File: config.mk
export PLATFORM = sky130hd
export DESIGN_NAME = rsmc_top
export DESIGN_NICKNAME = d
export VERILOG_FILES = /design/src/core/rsmc_settle_timer.v /design/src/core/rsmc_top.v
export VERILOG_INCLUDE_DIRS = /design/src /design/src/common
export SDC_FILE = /design/constraint.sdc
export NUM_CORES = 1
export LEC_CHECK = 0
export ABC_AREA = 1
export BUFFER_PORTS_ARGS = -buffer_cell sky130_fd_sc_hd__buf_2
export CAP_MARGIN = 40
export CORE_ASPECT_RATIO = 1.4
export CORE_MARGIN = 3
export CORE_UTILIZATION = 40
export CTS_BUF_LIST = sky130_fd_sc_hd__clkbuf_16
export DETAILED_ROUTE_END_ITERATION = 6
export PLACE_DENSITY = 0.71
export SYNTH_ARGS = -nofsm -noshare
export SYNTH_HDL_FRONTEND = slang
export SYNTH_SLANG_ARGS = --single-unit
export TNS_END_PERCENT = 20
File: constraint.sdc
create_clock -name mclk_i -period 2.4 [get_ports mclk_i]
set_input_delay 0.12 -clock mclk_i [delete_from_list [all_inputs] [get_ports mclk_i]]
set_output_delay 0.12 -clock mclk_i [all_outputs]
set_load 0.01 [all_outputs]
File: src/common/rsmc_map.vh
// register offsets, field positions, reset values and timing counts for the mode control block
`ifndef RSMC_MAP_VH
`define RSMC_MAP_VH

// ==========================================================
// register offsets
`define RSMC_OFS_A_DIV 6'h01
`define RSMC_OFS_N_DIV 6'h02
`define RSMC_OFS_CTRL 6'h03
`define RSMC_OFS_RATE 6'h04
`define RSMC_OFS_CHAN 6'h21
`define RSMC_OFS_SETTLE 6'h38

// ==========================================================
// reset values
`define RSMC_RST_N_DIV 8'h00
`define RSMC_RST_CTRL 8'h00

// ==========================================================
// field positions
`define RSMC_N_MSB 6
`define RSMC_CTL_RX 7
`define RSMC_CTL_TX 6
`define RSMC_CTL_HALF 5
`define RSMC_CTL_SETTLE_CNT 4
`define RSMC_CTL_AMP_MAN 3
`define RSMC_CTL_AMP_ON 2
`define RSMC_CTL_SYN_MAN 1
`define RSMC_CTL_SYN_ON 0
`define RSMC_RATE_WIDTH32 2
`define RSMC_CHAN_DIRECT 7

// ==========================================================
// timing
`define RSMC_SETTLE_UNIT_NS 2000
`define RSMC_CLK_NS 40
`define RSMC_SETTLE_UNIT_CYC (`RSMC_SETTLE_UNIT_NS / `RSMC_CLK_NS)

`endif

File: src/core/rsmc_settle_timer.v
// synthesizer settle timer: counted lock time or lock indication
`timescale 1ns/1ns
`default_nettype none
`include "rsmc_map.vh"

module rsmc_settle_timer #(
  parameter UNIT_CYC = `RSMC_SETTLE_UNIT_CYC
) (
  input wire mclk_i,
  input wire sys_rst_i,
  input wire start_i,
  input wire use_count_i,
  input wire [7:0] count_i,
  input wire lock_i,
  output reg settled_o
);

  reg [7:0] units_r;
  reg [11:0] tick_r;
  reg busy_r;
  wire tick_end;

  assign tick_end = (tick_r == UNIT_CYC[11:0] - 12'h001);

  always @(posedge mclk_i or posedge sys_rst_i) begin
    if (sys_rst_i) begin
      units_r <= 8'h00;
      tick_r <= 12'h000;
      busy_r <= 1'b0;
      settled_o <= 1'b0;
    end else if (start_i) begin
      units_r <= count_i;
      tick_r <= 12'h000;
      busy_r <= 1'b1;
      settled_o <= 1'b0;
    end else if (busy_r) begin
      if (use_count_i) begin
        // count of 2 us units
        if (units_r == 8'h00) begin
          busy_r <= 1'b0;
          settled_o <= 1'b1;
        end else if (tick_end) begin
          tick_r <= 12'h000;
          units_r <= units_r - 8'h01;
        end else begin
          tick_r <= tick_r + 12'h001;
        end
      end else if (lock_i) begin
        busy_r <= 1'b0;
        settled_o <= 1'b1;
      end
    end
  end

endmodule
`default_nettype wire

File: src/core/rsmc_top.v
// register logic for synthesizer divider readback and radio mode control
`timescale 1ns/1ns
`default_nettype none
`include "rsmc_map.vh"

// How it works
// - n divider keeps seven count bits; top bit reserved, written zero.
// - channel bit 7 picks channel-derived or direct a/n programming.
// - in channel mode, a and n reads return channel-derived dividers.
// - control bit 7 enables receive.
// - control bit 6 enables transmit.
// - bit 5 picks upper or lower code half in 32-chip mode.
// - bit 4 times settling by lock count, else by lock signal.
// - bit 3 set makes amplifier follow bit 2, else baseband drives it.
// - bit 2 switches amplifier, ignored unless manual amplifier mode.
// - bit 1 set makes synthesizer follow bit 0, else automatic control.
// - bit 0 enables synthesizer, ignored unless manual synthesizer mode.
// - rate bit 2 selects 32-chip codes, gating half selection.
module rsmc_top #(
  parameter UNIT_CYC = `RSMC_SETTLE_UNIT_CYC
) (
  input wire mclk_i,
  input wire sys_rst_i,
  input wire reg_wr_i,
  input wire reg_rd_i,
  input wire [5:0] reg_addr_i,
  input wire [7:0] reg_wdata_i,
  input wire [7:0] channel_i,
  input wire [7:0] data_rate_i,
  input wire [7:0] settle_time_count_i,
  input wire [4:0] synth_a_divider_i,
  input wire [4:0] chan_a_div_i,
  input wire [6:0] chan_n_div_i,
  input wire syn_lock_i,
  input wire bb_amp_req_i,
  input wire bb_syn_req_i,
  output reg [7:0] reg_rdata_o,
  output reg rx_enable_o,
  output reg tx_enable_o,
  output reg spread_half_select_o,
  output reg amp_power_on_o,
  output reg synth_enable_o,
  output reg synth_settled_o,
  output reg direct_div_o,
  output reg [4:0] synth_a_div_o,
  output reg [6:0] synth_n_div_o
);

  // ==========================================================
  // register storage
  reg [7:0] synth_n_divider_r;
  reg [7:0] radio_mode_control_r;
  reg [7:0] synth_n_divider_nxt;
  reg [7:0] radio_mode_control_nxt;
  reg syn_req_q_r;
  reg [7:0] rd_nxt;

  // ==========================================================
  // address decode
  wire hit_a_div;
  wire hit_n_div;
  wire hit_ctrl;
  wire wr_n_div;
  wire wr_ctrl;

  // ==========================================================
  // control fields
  wire ctl_rx;
  wire ctl_tx;
  wire ctl_half;
  wire ctl_settle_cnt;
  wire ctl_amp_man;
  wire ctl_amp_on;
  wire ctl_syn_man;
  wire ctl_syn_on;

  // ==========================================================
  // derived controls
  wire direct_mode;
  wire width32;
  wire syn_req;
  wire syn_start;
  wire settle_done;
  wire [4:0] a_sel;
  wire [6:0] n_sel;

  // ==========================================================
  // output next values
  reg rx_enable_nxt;
  reg tx_enable_nxt;
  reg spread_half_select_nxt;
  reg amp_power_on_nxt;
  reg synth_enable_nxt;
  reg synth_settled_nxt;
  reg direct_div_nxt;
  reg [4:0] synth_a_div_nxt;
  reg [6:0] synth_n_div_nxt;

  // ==========================================================
  // address decode logic
  assign hit_a_div = (reg_addr_i == `RSMC_OFS_A_DIV);
  assign hit_n_div = (reg_addr_i == `RSMC_OFS_N_DIV);
  assign hit_ctrl = (reg_addr_i == `RSMC_OFS_CTRL);
  // writes aimed at registers kept elsewhere are dropped here
  assign wr_n_div = reg_wr_i & hit_n_div;
  assign wr_ctrl = reg_wr_i & hit_ctrl;

  // ==========================================================
  // register next values
  always @* begin
    synth_n_divider_nxt = synth_n_divider_r;
    if (wr_n_div) begin
      // reserved top bit is kept zero so a stray write cannot leak
      synth_n_divider_nxt = {1'b0, reg_wdata_i[`RSMC_N_MSB:0]};
    end
  end

  always @* begin
    radio_mode_control_nxt = radio_mode_control_r;
    if (wr_ctrl) begin
      radio_mode_control_nxt = reg_wdata_i;
    end
  end

  // ==========================================================
  // register flops
  always @(posedge mclk_i or posedge sys_rst_i) begin
    if (sys_rst_i) begin
      synth_n_divider_r <= `RSMC_RST_N_DIV;
    end else begin
      synth_n_divider_r <= synth_n_divider_nxt;
    end
  end

  always @(posedge mclk_i or posedge sys_rst_i) begin
    if (sys_rst_i) begin
      radio_mode_control_r <= `RSMC_RST_CTRL;
    end else begin
      radio_mode_control_r <= radio_mode_control_nxt;
    end
  end

  // ==========================================================
  // control field split
  assign ctl_rx = radio_mode_control_r[`RSMC_CTL_RX];
  assign ctl_tx = radio_mode_control_r[`RSMC_CTL_TX];
  assign ctl_half = radio_mode_control_r[`RSMC_CTL_HALF];
  assign ctl_settle_cnt = radio_mode_control_r[`RSMC_CTL_SETTLE_CNT];
  assign ctl_amp_man = radio_mode_control_r[`RSMC_CTL_AMP_MAN];
  assign ctl_amp_on = radio_mode_control_r[`RSMC_CTL_AMP_ON];
  assign ctl_syn_man = radio_mode_control_r[`RSMC_CTL_SYN_MAN];
  assign ctl_syn_on = radio_mode_control_r[`RSMC_CTL_SYN_ON];

  // ==========================================================
  // divider source selection
  assign direct_mode = channel_i[`RSMC_CHAN_DIRECT];
  assign a_sel = direct_mode ? synth_a_divider_i : chan_a_div_i;
  assign n_sel = direct_mode ? synth_n_divider_r[`RSMC_N_MSB:0] : chan_n_div_i;
  assign width32 = data_rate_i[`RSMC_RATE_WIDTH32];

  // ==========================================================
  // read data
  // a divider read is answered here too so channel-mode readback stays in one place
  always @* begin
    rd_nxt = 8'h00;
    case (reg_addr_i)
      `RSMC_OFS_A_DIV: begin
        rd_nxt = {3'h0, a_sel};
      end
      `RSMC_OFS_N_DIV: begin
        rd_nxt = {1'b0, n_sel};
      end
      `RSMC_OFS_CTRL: begin
        rd_nxt = radio_mode_control_r;
      end
      default: begin
        rd_nxt = 8'h00;
      end
    endcase
  end

  // ==========================================================
  // synthesizer request
  assign syn_req = ctl_syn_man ? ctl_syn_on : bb_syn_req_i;
  // timer only restarts on a rising request; a held request keeps its result
  assign syn_start = syn_req & ~syn_req_q_r;

  always @(posedge mclk_i or posedge sys_rst_i) begin
    if (sys_rst_i) begin
      syn_req_q_r <= 1'b0;
    end else begin
      syn_req_q_r <= syn_req;
    end
  end

  // ==========================================================
  // settle timer
  // lock count is taken once at the rising request; later writes wait for the next
  rsmc_settle_timer #(
    .UNIT_CYC(UNIT_CYC)
  ) u_settle (
    .mclk_i(mclk_i),
    .sys_rst_i(sys_rst_i),
    .start_i(syn_start),
    .use_count_i(ctl_settle_cnt),
    .count_i(settle_time_count_i),
    .lock_i(syn_lock_i),
    .settled_o(settle_done)
  );

  // ==========================================================
  // output next value logic
  always @* begin
    rx_enable_nxt = ctl_rx;
    tx_enable_nxt = ctl_tx;
  end

  always @* begin
    // half select only meaningful for 32-chip codes, else low half
    spread_half_select_nxt = width32 & ctl_half;
  end

  always @* begin
    if (ctl_amp_man) begin
      amp_power_on_nxt = ctl_amp_on;
    end else begin
      amp_power_on_nxt = bb_amp_req_i;
    end
  end

  always @* begin
    synth_enable_nxt = syn_req;
    synth_settled_nxt = syn_req & settle_done;
  end

  always @* begin
    direct_div_nxt = direct_mode;
    synth_a_div_nxt = a_sel;
    synth_n_div_nxt = n_sel;
  end

  // ==========================================================
  // read data output
  always @(posedge mclk_i or posedge sys_rst_i) begin
    if (sys_rst_i) begin
      reg_rdata_o <= 8'h00;
    end else if (reg_rd_i) begin
      // holds between reads so the host may fetch it late
      reg_rdata_o <= rd_nxt;
    end
  end

  // ==========================================================
  // mode outputs
  always @(posedge mclk_i or posedge sys_rst_i) begin
    if (sys_rst_i) begin
      rx_enable_o <= 1'b0;
      tx_enable_o <= 1'b0;
      spread_half_select_o <= 1'b0;
      amp_power_on_o <= 1'b0;
    end else begin
      rx_enable_o <= rx_enable_nxt;
      tx_enable_o <= tx_enable_nxt;
      spread_half_select_o <= spread_half_select_nxt;
      amp_power_on_o <= amp_power_on_nxt;
    end
  end

  // ==========================================================
  // synthesizer outputs
  always @(posedge mclk_i or posedge sys_rst_i) begin
    if (sys_rst_i) begin
      synth_enable_o <= 1'b0;
      synth_settled_o <= 1'b0;
    end else begin
      synth_enable_o <= synth_enable_nxt;
      synth_settled_o <= synth_settled_nxt;
    end
  end

  // ==========================================================
  // divider outputs
  always @(posedge mclk_i or posedge sys_rst_i) begin
    if (sys_rst_i) begin
      direct_div_o <= 1'b0;
      synth_a_div_o <= 5'h00;
      synth_n_div_o <= 7'h00;
    end else begin
      direct_div_o <= direct_div_nxt;
      synth_a_div_o <= synth_a_div_nxt;
      synth_n_div_o <= synth_n_div_nxt;
    end
  end

endmodule
`default_nettype wire

==> run metrics, run 1 <==
synth top area cells dfrtp_1 49%, nand2_1 20%, nand3_1 5.5%; post-synth top area share 48.6%; dpl hpwl 6.00 mm; GPL Wtd Cong 0.890; CP Data Arrival Time 2.04 ns; Port Buf Inserts 74; WS Path Type reg2reg; post-route ant nets 0; setup violators final 0; Synth Register Bits 64; Vias 3050; WL final 8.01 mm; post-synthesis cell type count 29; setup TNS 0 ns; Max Cap Viol 0; Initial Util around two fifths; Clk Latency, worst-skew pair between 0.3 and 0.4 ns; clock slew at reported path FFs 0.06 ns; maximum vdd drop slightly below 0.0005 V; diode count 0; Die Y 113 um; core area 7890 sq um; Post-CTS Setup Bufs 0; Mapped Area 3290 sq um; Mapped Cells 436; Syn Area/Cell 7.56 sq um; Fmax 0.564 GHz; # hold bufs at CTS 2; TritonCTS buffer count 9; status finished clean; Tot Pwr about 3.7 mW; crit end category flop; Slew Limit Headroom about 67%; GRT overflow 0; Required @ worst endpoint 2.67 ns; CTS root buffer clkbuf_16; Layout area overhead 23.9%; unrepaired setup endpoints after global routing false; crit path max fanout 16; Hold Crit Class in2reg; Max Slew Vio Count 0; cell mode on critical path nand2_1; top-level I/O count 89; vias in the first global route 2993; CTS H-tree lvls 3; first-pass detailed-route iteration total 6; GRT Overall Usage 18.8%; final period utilization 73.9%; actual slew at the worst max-slew pin just under 0.5 ns; pin count of the biggest net entering global routing 25; share of cells above drive strength 1 roughly 22%; DR WL/cell 12.8 um; asr flop ratio synth 100%; first-pass GRT wire length 13.7 mm; CTS tree done; count of final hold-check violations 0; Die ar. ~9400 sq um; Post-Syn Nets around 500; YS warnings 0; DRC 0; Yosys top cell by area dfrtp_1; CP startpoint kind flop; clock skew 0.00598 ns; Pleak around 2.2 nW; Clock Sinks 64; # resized after CTS 0; P per Cell Area 915 nW/um^2; EDFF count, synth 0; Most used DFF post-synth dfrtp_1; CP max-delay cell dfrtp_1; drt via density 4.89; Die Wd 82.7 um; Final nets 585; initial antenna violation count 0; minimum clock period 1.77 ns; DRT iter0 DRCs 221; critical path cell sequence inv_2 -> nand2_1 -> nand3b_1 -> nand2_1 -> nand3_4 -> nor2_4 -> nand2_1 -> nand2_1; crit-path max cell delay around 0.37 ns; register area share after synthesis 48.6%; row count 38; Longest Clk Path Bufs 2
## cell usage after synthesis, types with 4 or more instances
| cell | number |
|---|---|
| nand2_2 | 4 |
| nand4_1 | 4 |
| dfrtp_1 | 64 |
| nand3_1 | 36 |
| ha_1 | 4 |
| o21ai_0 | 18 |
| nor2_1 | 32 |
| a21oi_1 | 7 |
| o21ai_1 | 10 |
| inv_1 | 46 |
| buf_4 | 4 |
| nand2_1 | 175 |
## path summary, 6_finish.rpt
check | start | end | slack [ns] | depth (start not counted)
max | radio_mode_control_r[1] | u_settle.units_r[5] | 0.63 | 8
min in group asynchronous | sys_rst_i | reg_rdata_o[1] | 0.33 | 3
max reg2reg | radio_mode_control_r[1] | u_settle.units_r[5] | 0.63 | 8
min | chan_a_div_i[0] | synth_a_div_o[0] | 0.0009 | 3
min reg2reg | radio_mode_control_r[6] | tx_enable_o | 0.42 | 0
max in group asynchronous | sys_rst_i | radio_mode_control_r[1] | 1.39 | 4
## worst max-delay path, delay by kind of cell, from the launching register on
family        cells  cell delay [ns]
flops             1             0.37
simple gates      7             1.31
buf+inv           1             0.05
## kinds of logic (layout without fill, tap and decap cells)
family	count (synthesis)	count (layout)	share of synthesized area, %
buffers and inverters	59	147	7.75
adders and majority gates	4	4	1.52
DFF	64	64	48.6
AOI/OAI and AO/OA	39	39	6.27
and+or+nand+nor	265	265	34.4
xor gates and xnor gates	4	4	1.06
muxes	1	1	0.342
## stage by stage
step | utilization, % | std cells | cell area, sq um | hold WS [ns] | setup WS [ns]
2_1_floorplan | - | 436 | 3290 | 0.151 | 0.682
3_3_place_gp | 47.7 | 606 | 3760 | 0.147 | 0.653
3_5_place_dp | 47.7 | 606 | 3760 | 0.153 | 0.630
4_1_cts | 51.7 | 624 | 4080 | 0.00286 | 0.606
5_1_grt | 51.7 | 624 | 4080 | 0.0218 | 0.449
6_report | 51.7 | 624 | 4080 | 0.000904 | 0.626
## cell type report
cell class                 count  area (sq um)
tap                          100           125
sequential                    64          1600
multi-input combinational    313          1440
clock buffer                   9           225
inverter                      49           184
fill                         805          3810
timing repair buffer          82           435
clock inverter                 7          71.3
## layer usage
metal / vias up / global-route usage [%] / share of wire (%)
li1: 1525 / - / -
met1: 1447 / 22.9 / 39
met2: 67 / 32.8 / 55
met3: 11 / 3.95 / 3.9
met4: 0 / 5.89 / 1.6
met5: - / 0 / 0
## state kept, by name, indices dropped and copies added, names as in the netlist, 5 cells and up
signal / flops
synth_n_divider_r: 7
reg_rdata_o: 8
synth_n_div_o: 7
u_settle.tick_r: 12
synth_a_div_o: 5
radio_mode_control_r: 8
u_settle.units_r: 8
## power by group
group / switching [mW] / internal, mW / total, mW / leakage [nW]
sequential: 0.165 / 1.28 / 1.44 / 0.799
combinational: 0.622 / 0.364 / 0.986 / 1.28
clock: 0.501 / 0.803 / 1.30 / 0.139
total: 1.29 / 2.45 / 3.73 / 2.22
## cells in the final DEF (no fill, tap or decap), drive strengths merged, types with 2 or more instances in the layout
cell,instances
a21oi,8
buf,80
clkbuf,9
clkinv,3
clkinvlp,2
dfrtp,64
dlygate4sd3,2
ha,4
inv,50
nand2,179
nand3,38
nand3b,3
nand4,4
nor2,37
nor3,4
o21a,2
o21ai,28
xor2,3
No activity file was read; power rests on OpenSTA's default activity.
==> run 2: changes to the inputs <==
--- a/config.mk
+++ b/config.mk
@@ -6,7 +6,7 @@
 export SDC_FILE = /design/constraint.sdc
 export NUM_CORES = 1
 export LEC_CHECK = 0
-export ABC_AREA = 1
+export ABC_AREA = 0
 export BUFFER_PORTS_ARGS = -buffer_cell sky130_fd_sc_hd__buf_2
 export CAP_MARGIN = 40
 export CORE_ASPECT_RATIO = 1.4
==> constraint.sdc (replaced) <==
create_clock -name mclk_i -period 1.72 [get_ports mclk_i]
set_input_delay 0.086 -clock mclk_i [delete_from_list [all_inputs] [get_ports mclk_i]]
set_output_delay 0.086 -clock mclk_i [all_outputs]
set_load 0.01 [all_outputs]
==> run 2 against run 1 <==
The run now ends with negative setup slack left; combinational power down 18%; utilization is 6.8 points higher; power grew 25%; highest routed layer unchanged; sequential cell count is the same; clock skew is 0.0012 ns lower; synthesized cell count is 37% lower; final area increased by 6.2%; critical path depth is 1 lower; clock power rose by 59%; critical endpoint unchanged; non-clock buffer count up 47.
==> run metrics, run 2 <==
top-level I/O count 89 (unchanged); GRT Overall Usage 19.7% (was 18.8%); crit path max fanout 5 (was 16); Most used DFF post-synth dfrtp_1 (unchanged); internal power 3.50 mW (was 2.45 mW); minimum clock period 1.79 ns (was 1.77 ns); synth top area cells dfrtp_1 52%, mux2_2 11%, a31oi_1 2.8% (was dfrtp_1 49%, nand2_1 20%, nand3_1 5.5%); WHS 0.00999 ns (was 0.000904 ns); drt via density 5.36 (was 4.89); Top reg by flops u_settle.tick_r (unchanged); final period utilization 104% (was 73.9%); switch share 25.0% (was 34.5%); Tot Pwr 4.67 mW (was 3.73 mW); DR WL/cell 16.3 um (was 12.8 um); worst hold stages 2 (was 3); Max Cap Viol 0 (unchanged); CP Data Arrival Time 2.04 ns (about the same); actual slew at the worst max-slew pin 0.427 ns (was 0.490 ns); post-synth top area share 52.0% (was 48.6%); max reg flops 12 (unchanged); Syn Area/Cell 11.2 sq um (was 7.56 sq um); Die ar. 8800 sq um (was 9380 sq um); post-synthesis cell type count 45 (was 29); PnR worst setup slack -0.0677 ns (was 0.626 ns); Sequential Power Share 38.3% (was 38.7%); DRT iter0 DRCs 142 (was 221); top-count cell post-synth dfrtp_1 (was nand2_1); maximum vdd drop 0.000674 V (was 0.000492 V); violated checks negative setup slack; WS Path Type reg2reg (unchanged); dpl hpwl 5.57 mm (was 6.00 mm); Hold Crit Class in2reg (unchanged); compound-cell area share of the yosys netlist 12.3% (was 6.27%); Max Slew Vio Count 0 (unchanged); CTS tree done (unchanged); Yosys top cell by area dfrtp_1 (unchanged); mux contribution to synthesized area 10.9% (was 0.342%); Logic pwr share 17.3% (was 26.4%); GRT overflow 0 (unchanged); first-pass detailed-route iteration total 4 (was 6); EDFF count, synth 0 (unchanged); status complete, but fails checks (was finished clean); DRC 0 (unchanged); core area 7410 sq um (was 7890 sq um); diode count 0 (unchanged); post-route ant nets 0 (unchanged); simple-gate share of the synthesized area 18.3% (was 34.4%); Synth top cells by count 64 x dfrtp_1, 29 x mux2_2, 20 x nor2_1 (was 175 x nand2_1, 64 x dfrtp_1, 46 x inv_1); initial antenna violation count 0 (unchanged); Hold Path Origin synth_a_divider_i[1] (was chan_a_div_i[0]); clock skew 0.00475 ns (was 0.00598 ns); Endpoint, Worst Hold synth_a_div_o[1] (was synth_a_div_o[0]); pre-CTS setup slack -0.100 ns (was 0.630 ns); worst reg2reg endpoint u_settle.units_r[5] (unchanged); TritonCTS buffer count 9 (unchanged); Port Buf Inserts 74 (unchanged); crit end category flop (unchanged); # fillers 640 (was 805); Clk pwr share 44.4% (was 34.9%); Synth Register Bits 64 (unchanged); Vias 2687 (was 3050); YS warnings 0 (unchanged); GPL Wtd Cong 0.843 (was 0.890); row count 37 (was 38); register area share after synthesis 52.0% (was 48.6%); Initial Util 41.6% (was 41.7%); register-to-register setup slack -0.07 ns (was 0.63 ns); Layout area overhead 40.7% (was 23.9%); share of cells above drive strength 1 45.8% (was 21.6%); Synth Area in Adders 1.63% (was 1.52%); pin count of the biggest net entering global routing 65 (was 25); Mapped Cells 274 (was 436); worst r2r path cells 7 (was 8); r2r startpoint u_settle.units_r[0] (was radio_mode_control_r[1]); Final nets 465 (was 585); P per Cell Area 1080 nW/um^2 (was 915 nW/um^2); Fmax 0.559 GHz (was 0.564 GHz); Longest Clk Path Bufs 2 (unchanged); post-synthesis xor/xnor area fraction 0% (was 1.06%); asr flop ratio synth 100% (unchanged); first-pass GRT wire length 13.1 mm (was 13.7 mm); setup violators final 16 (was 0); Die Y 110 um (was 113 um); clock slew at reported path FFs 0.05 ns (was 0.06 ns); count of final hold-check violations 0 (unchanged); commonest non-fill, non-tap cell in the layout buf_2 (was nand2_1); Slew Limit Headroom 71.5% (was 67.2%); Clock Sinks 64 (unchanged); CTS root buffer clkbuf_16 (unchanged); Required @ worst endpoint 1.97 ns (was 2.67 ns); vias in the first global route 2761 (was 2993); dpl cell area 3790 sq um (was 3760 sq um); main combinational cell family by area after synthesis simple AND/OR/NAND/NOR gates (unchanged); unrepaired setup endpoints after global routing true (was false); Post-Syn Nets 340 (was 502); most frequent cells in the layout 74 x buf_2, 64 x dfrtp_1, 40 x buf_4, 29 x mux2_2, 19 x nor2_1 (was 175 x nand2_1, 74 x buf_2, 64 x dfrtp_1, 45 x inv_1, 36 x nand3_1); Die Wd 80.1 um (was 82.7 um); Clk Latency, worst-skew pair 0.33 ns (about the same); CTS H-tree lvls 3 (unchanged); Mapped Area 3080 sq um (was 3290 sq um); design area 4330 sq um (was 4080 sq um); Switch Pwr 1.17 mW (was 1.29 mW); WL final 8.17 mm (was 8.01 mm); Pleak 2.01 nW (was 2.22 nW); CP startpoint kind flop (unchanged)
run 2: final cells by class:
| type | instances | area, sq um | area share [%] |
|---|---|---|---|
| Clock buffer | 9 | 225 | 5.20 |
| Clock inverter | 7 | 111 | 2.57 |
| Inverter | 10 | 37.5 | 0.867 |
| Multi-Input combinational cell | 185 | 1400 | 32.3 |
| Sequential cell | 64 | 1600 | 37.0 |
| Tap cell | 97 | 121 | 2.80 |
| Timing Repair Buffer | 129 | 837 | 19.3 |
run 2: metal layers:
layer / share of wire [%] / vias to the layer above / GRT usage [%] / wire, um
met5: 0 / - / 0 / 0
met4: 2.8 / 0 / 10.5 / 231
met3: 5.5 / 19 / 5.16 / 451
met2: 52 / 93 / 33.9 / 4280
met1: 39 / 1305 / 22.0 / 3210
li1: - / 1270 / - / -
run 2: worst max-delay path, stage by stage, from the launching register on:
cell,delay (ns)
dfrtp_1,0.37
inv_2,0.06
ha_4,0.15
or3b_4,0.27
buf_6,0.14
nor2_4,0.04
or4_1,0.52
a31oi_1,0.15
run 2: cell families after synthesis:
family,after synthesis
adders and majority gates,4
buffers and inverters,26
DFF,64
and+or+nand+nor,97
muxes,30
AOI/OAI and AO/OA,53
run 2: per-stage QoR:
stage	instances	util, %	setup TNS (ns)
2_1_floorplan	274	-	-0.347
3_3_place_gp	471	51.2	-0.402
3_5_place_dp	471	51.2	-0.947
4_1_cts	498	57.6	-0.741
5_1_grt	501	58.5	-2.04
6_report	501	58.5	-0.711
run 2: worst max-delay path by stage:
stage | start | endpoint | cells past startpoint
final | u_settle.units_r[0] | u_settle.units_r[5] | 7
after global routing | u_settle.units_r[0] | u_settle.units_r[5] | 7
after CTS | u_settle.units_r[0] | u_settle.tick_r[11] | 7
after detailed placement | u_settle.units_r[0] | u_settle.units_r[7] | 7
after global placement | u_settle.tick_r[11] | u_settle.units_r[0] | 6
after floorplan | u_settle.units_r[0] | u_settle.tick_r[9] | 8
run 2: timing repair:
item,4_1_cts,5_1_grt
hold buffers,9,0
hold endpoints to repair,74,0
endpoints found under the setup margin,17,22
gates cloned,1,0
gates resized for setup,9,9
pin swaps,10,5
buffers inserted,1,3
run 2: power by group through the flow:
| stage | Clock (mW) | Sequential [mW] | Combinational [mW] |
|---|---|---|---|
| 3_3_place_gp | 0 | 1.80 | 0.727 |
| 3_5_place_dp | 0 | 1.81 | 0.741 |
| 6_report | 2.07 | 1.79 | 0.808 |
| 4_1_cts | 2.11 | 1.79 | 0.783 |
| 2_1_floorplan | 0 | 1.83 | 0.372 |
| 5_1_grt | 2.16 | 1.81 | 0.904 |
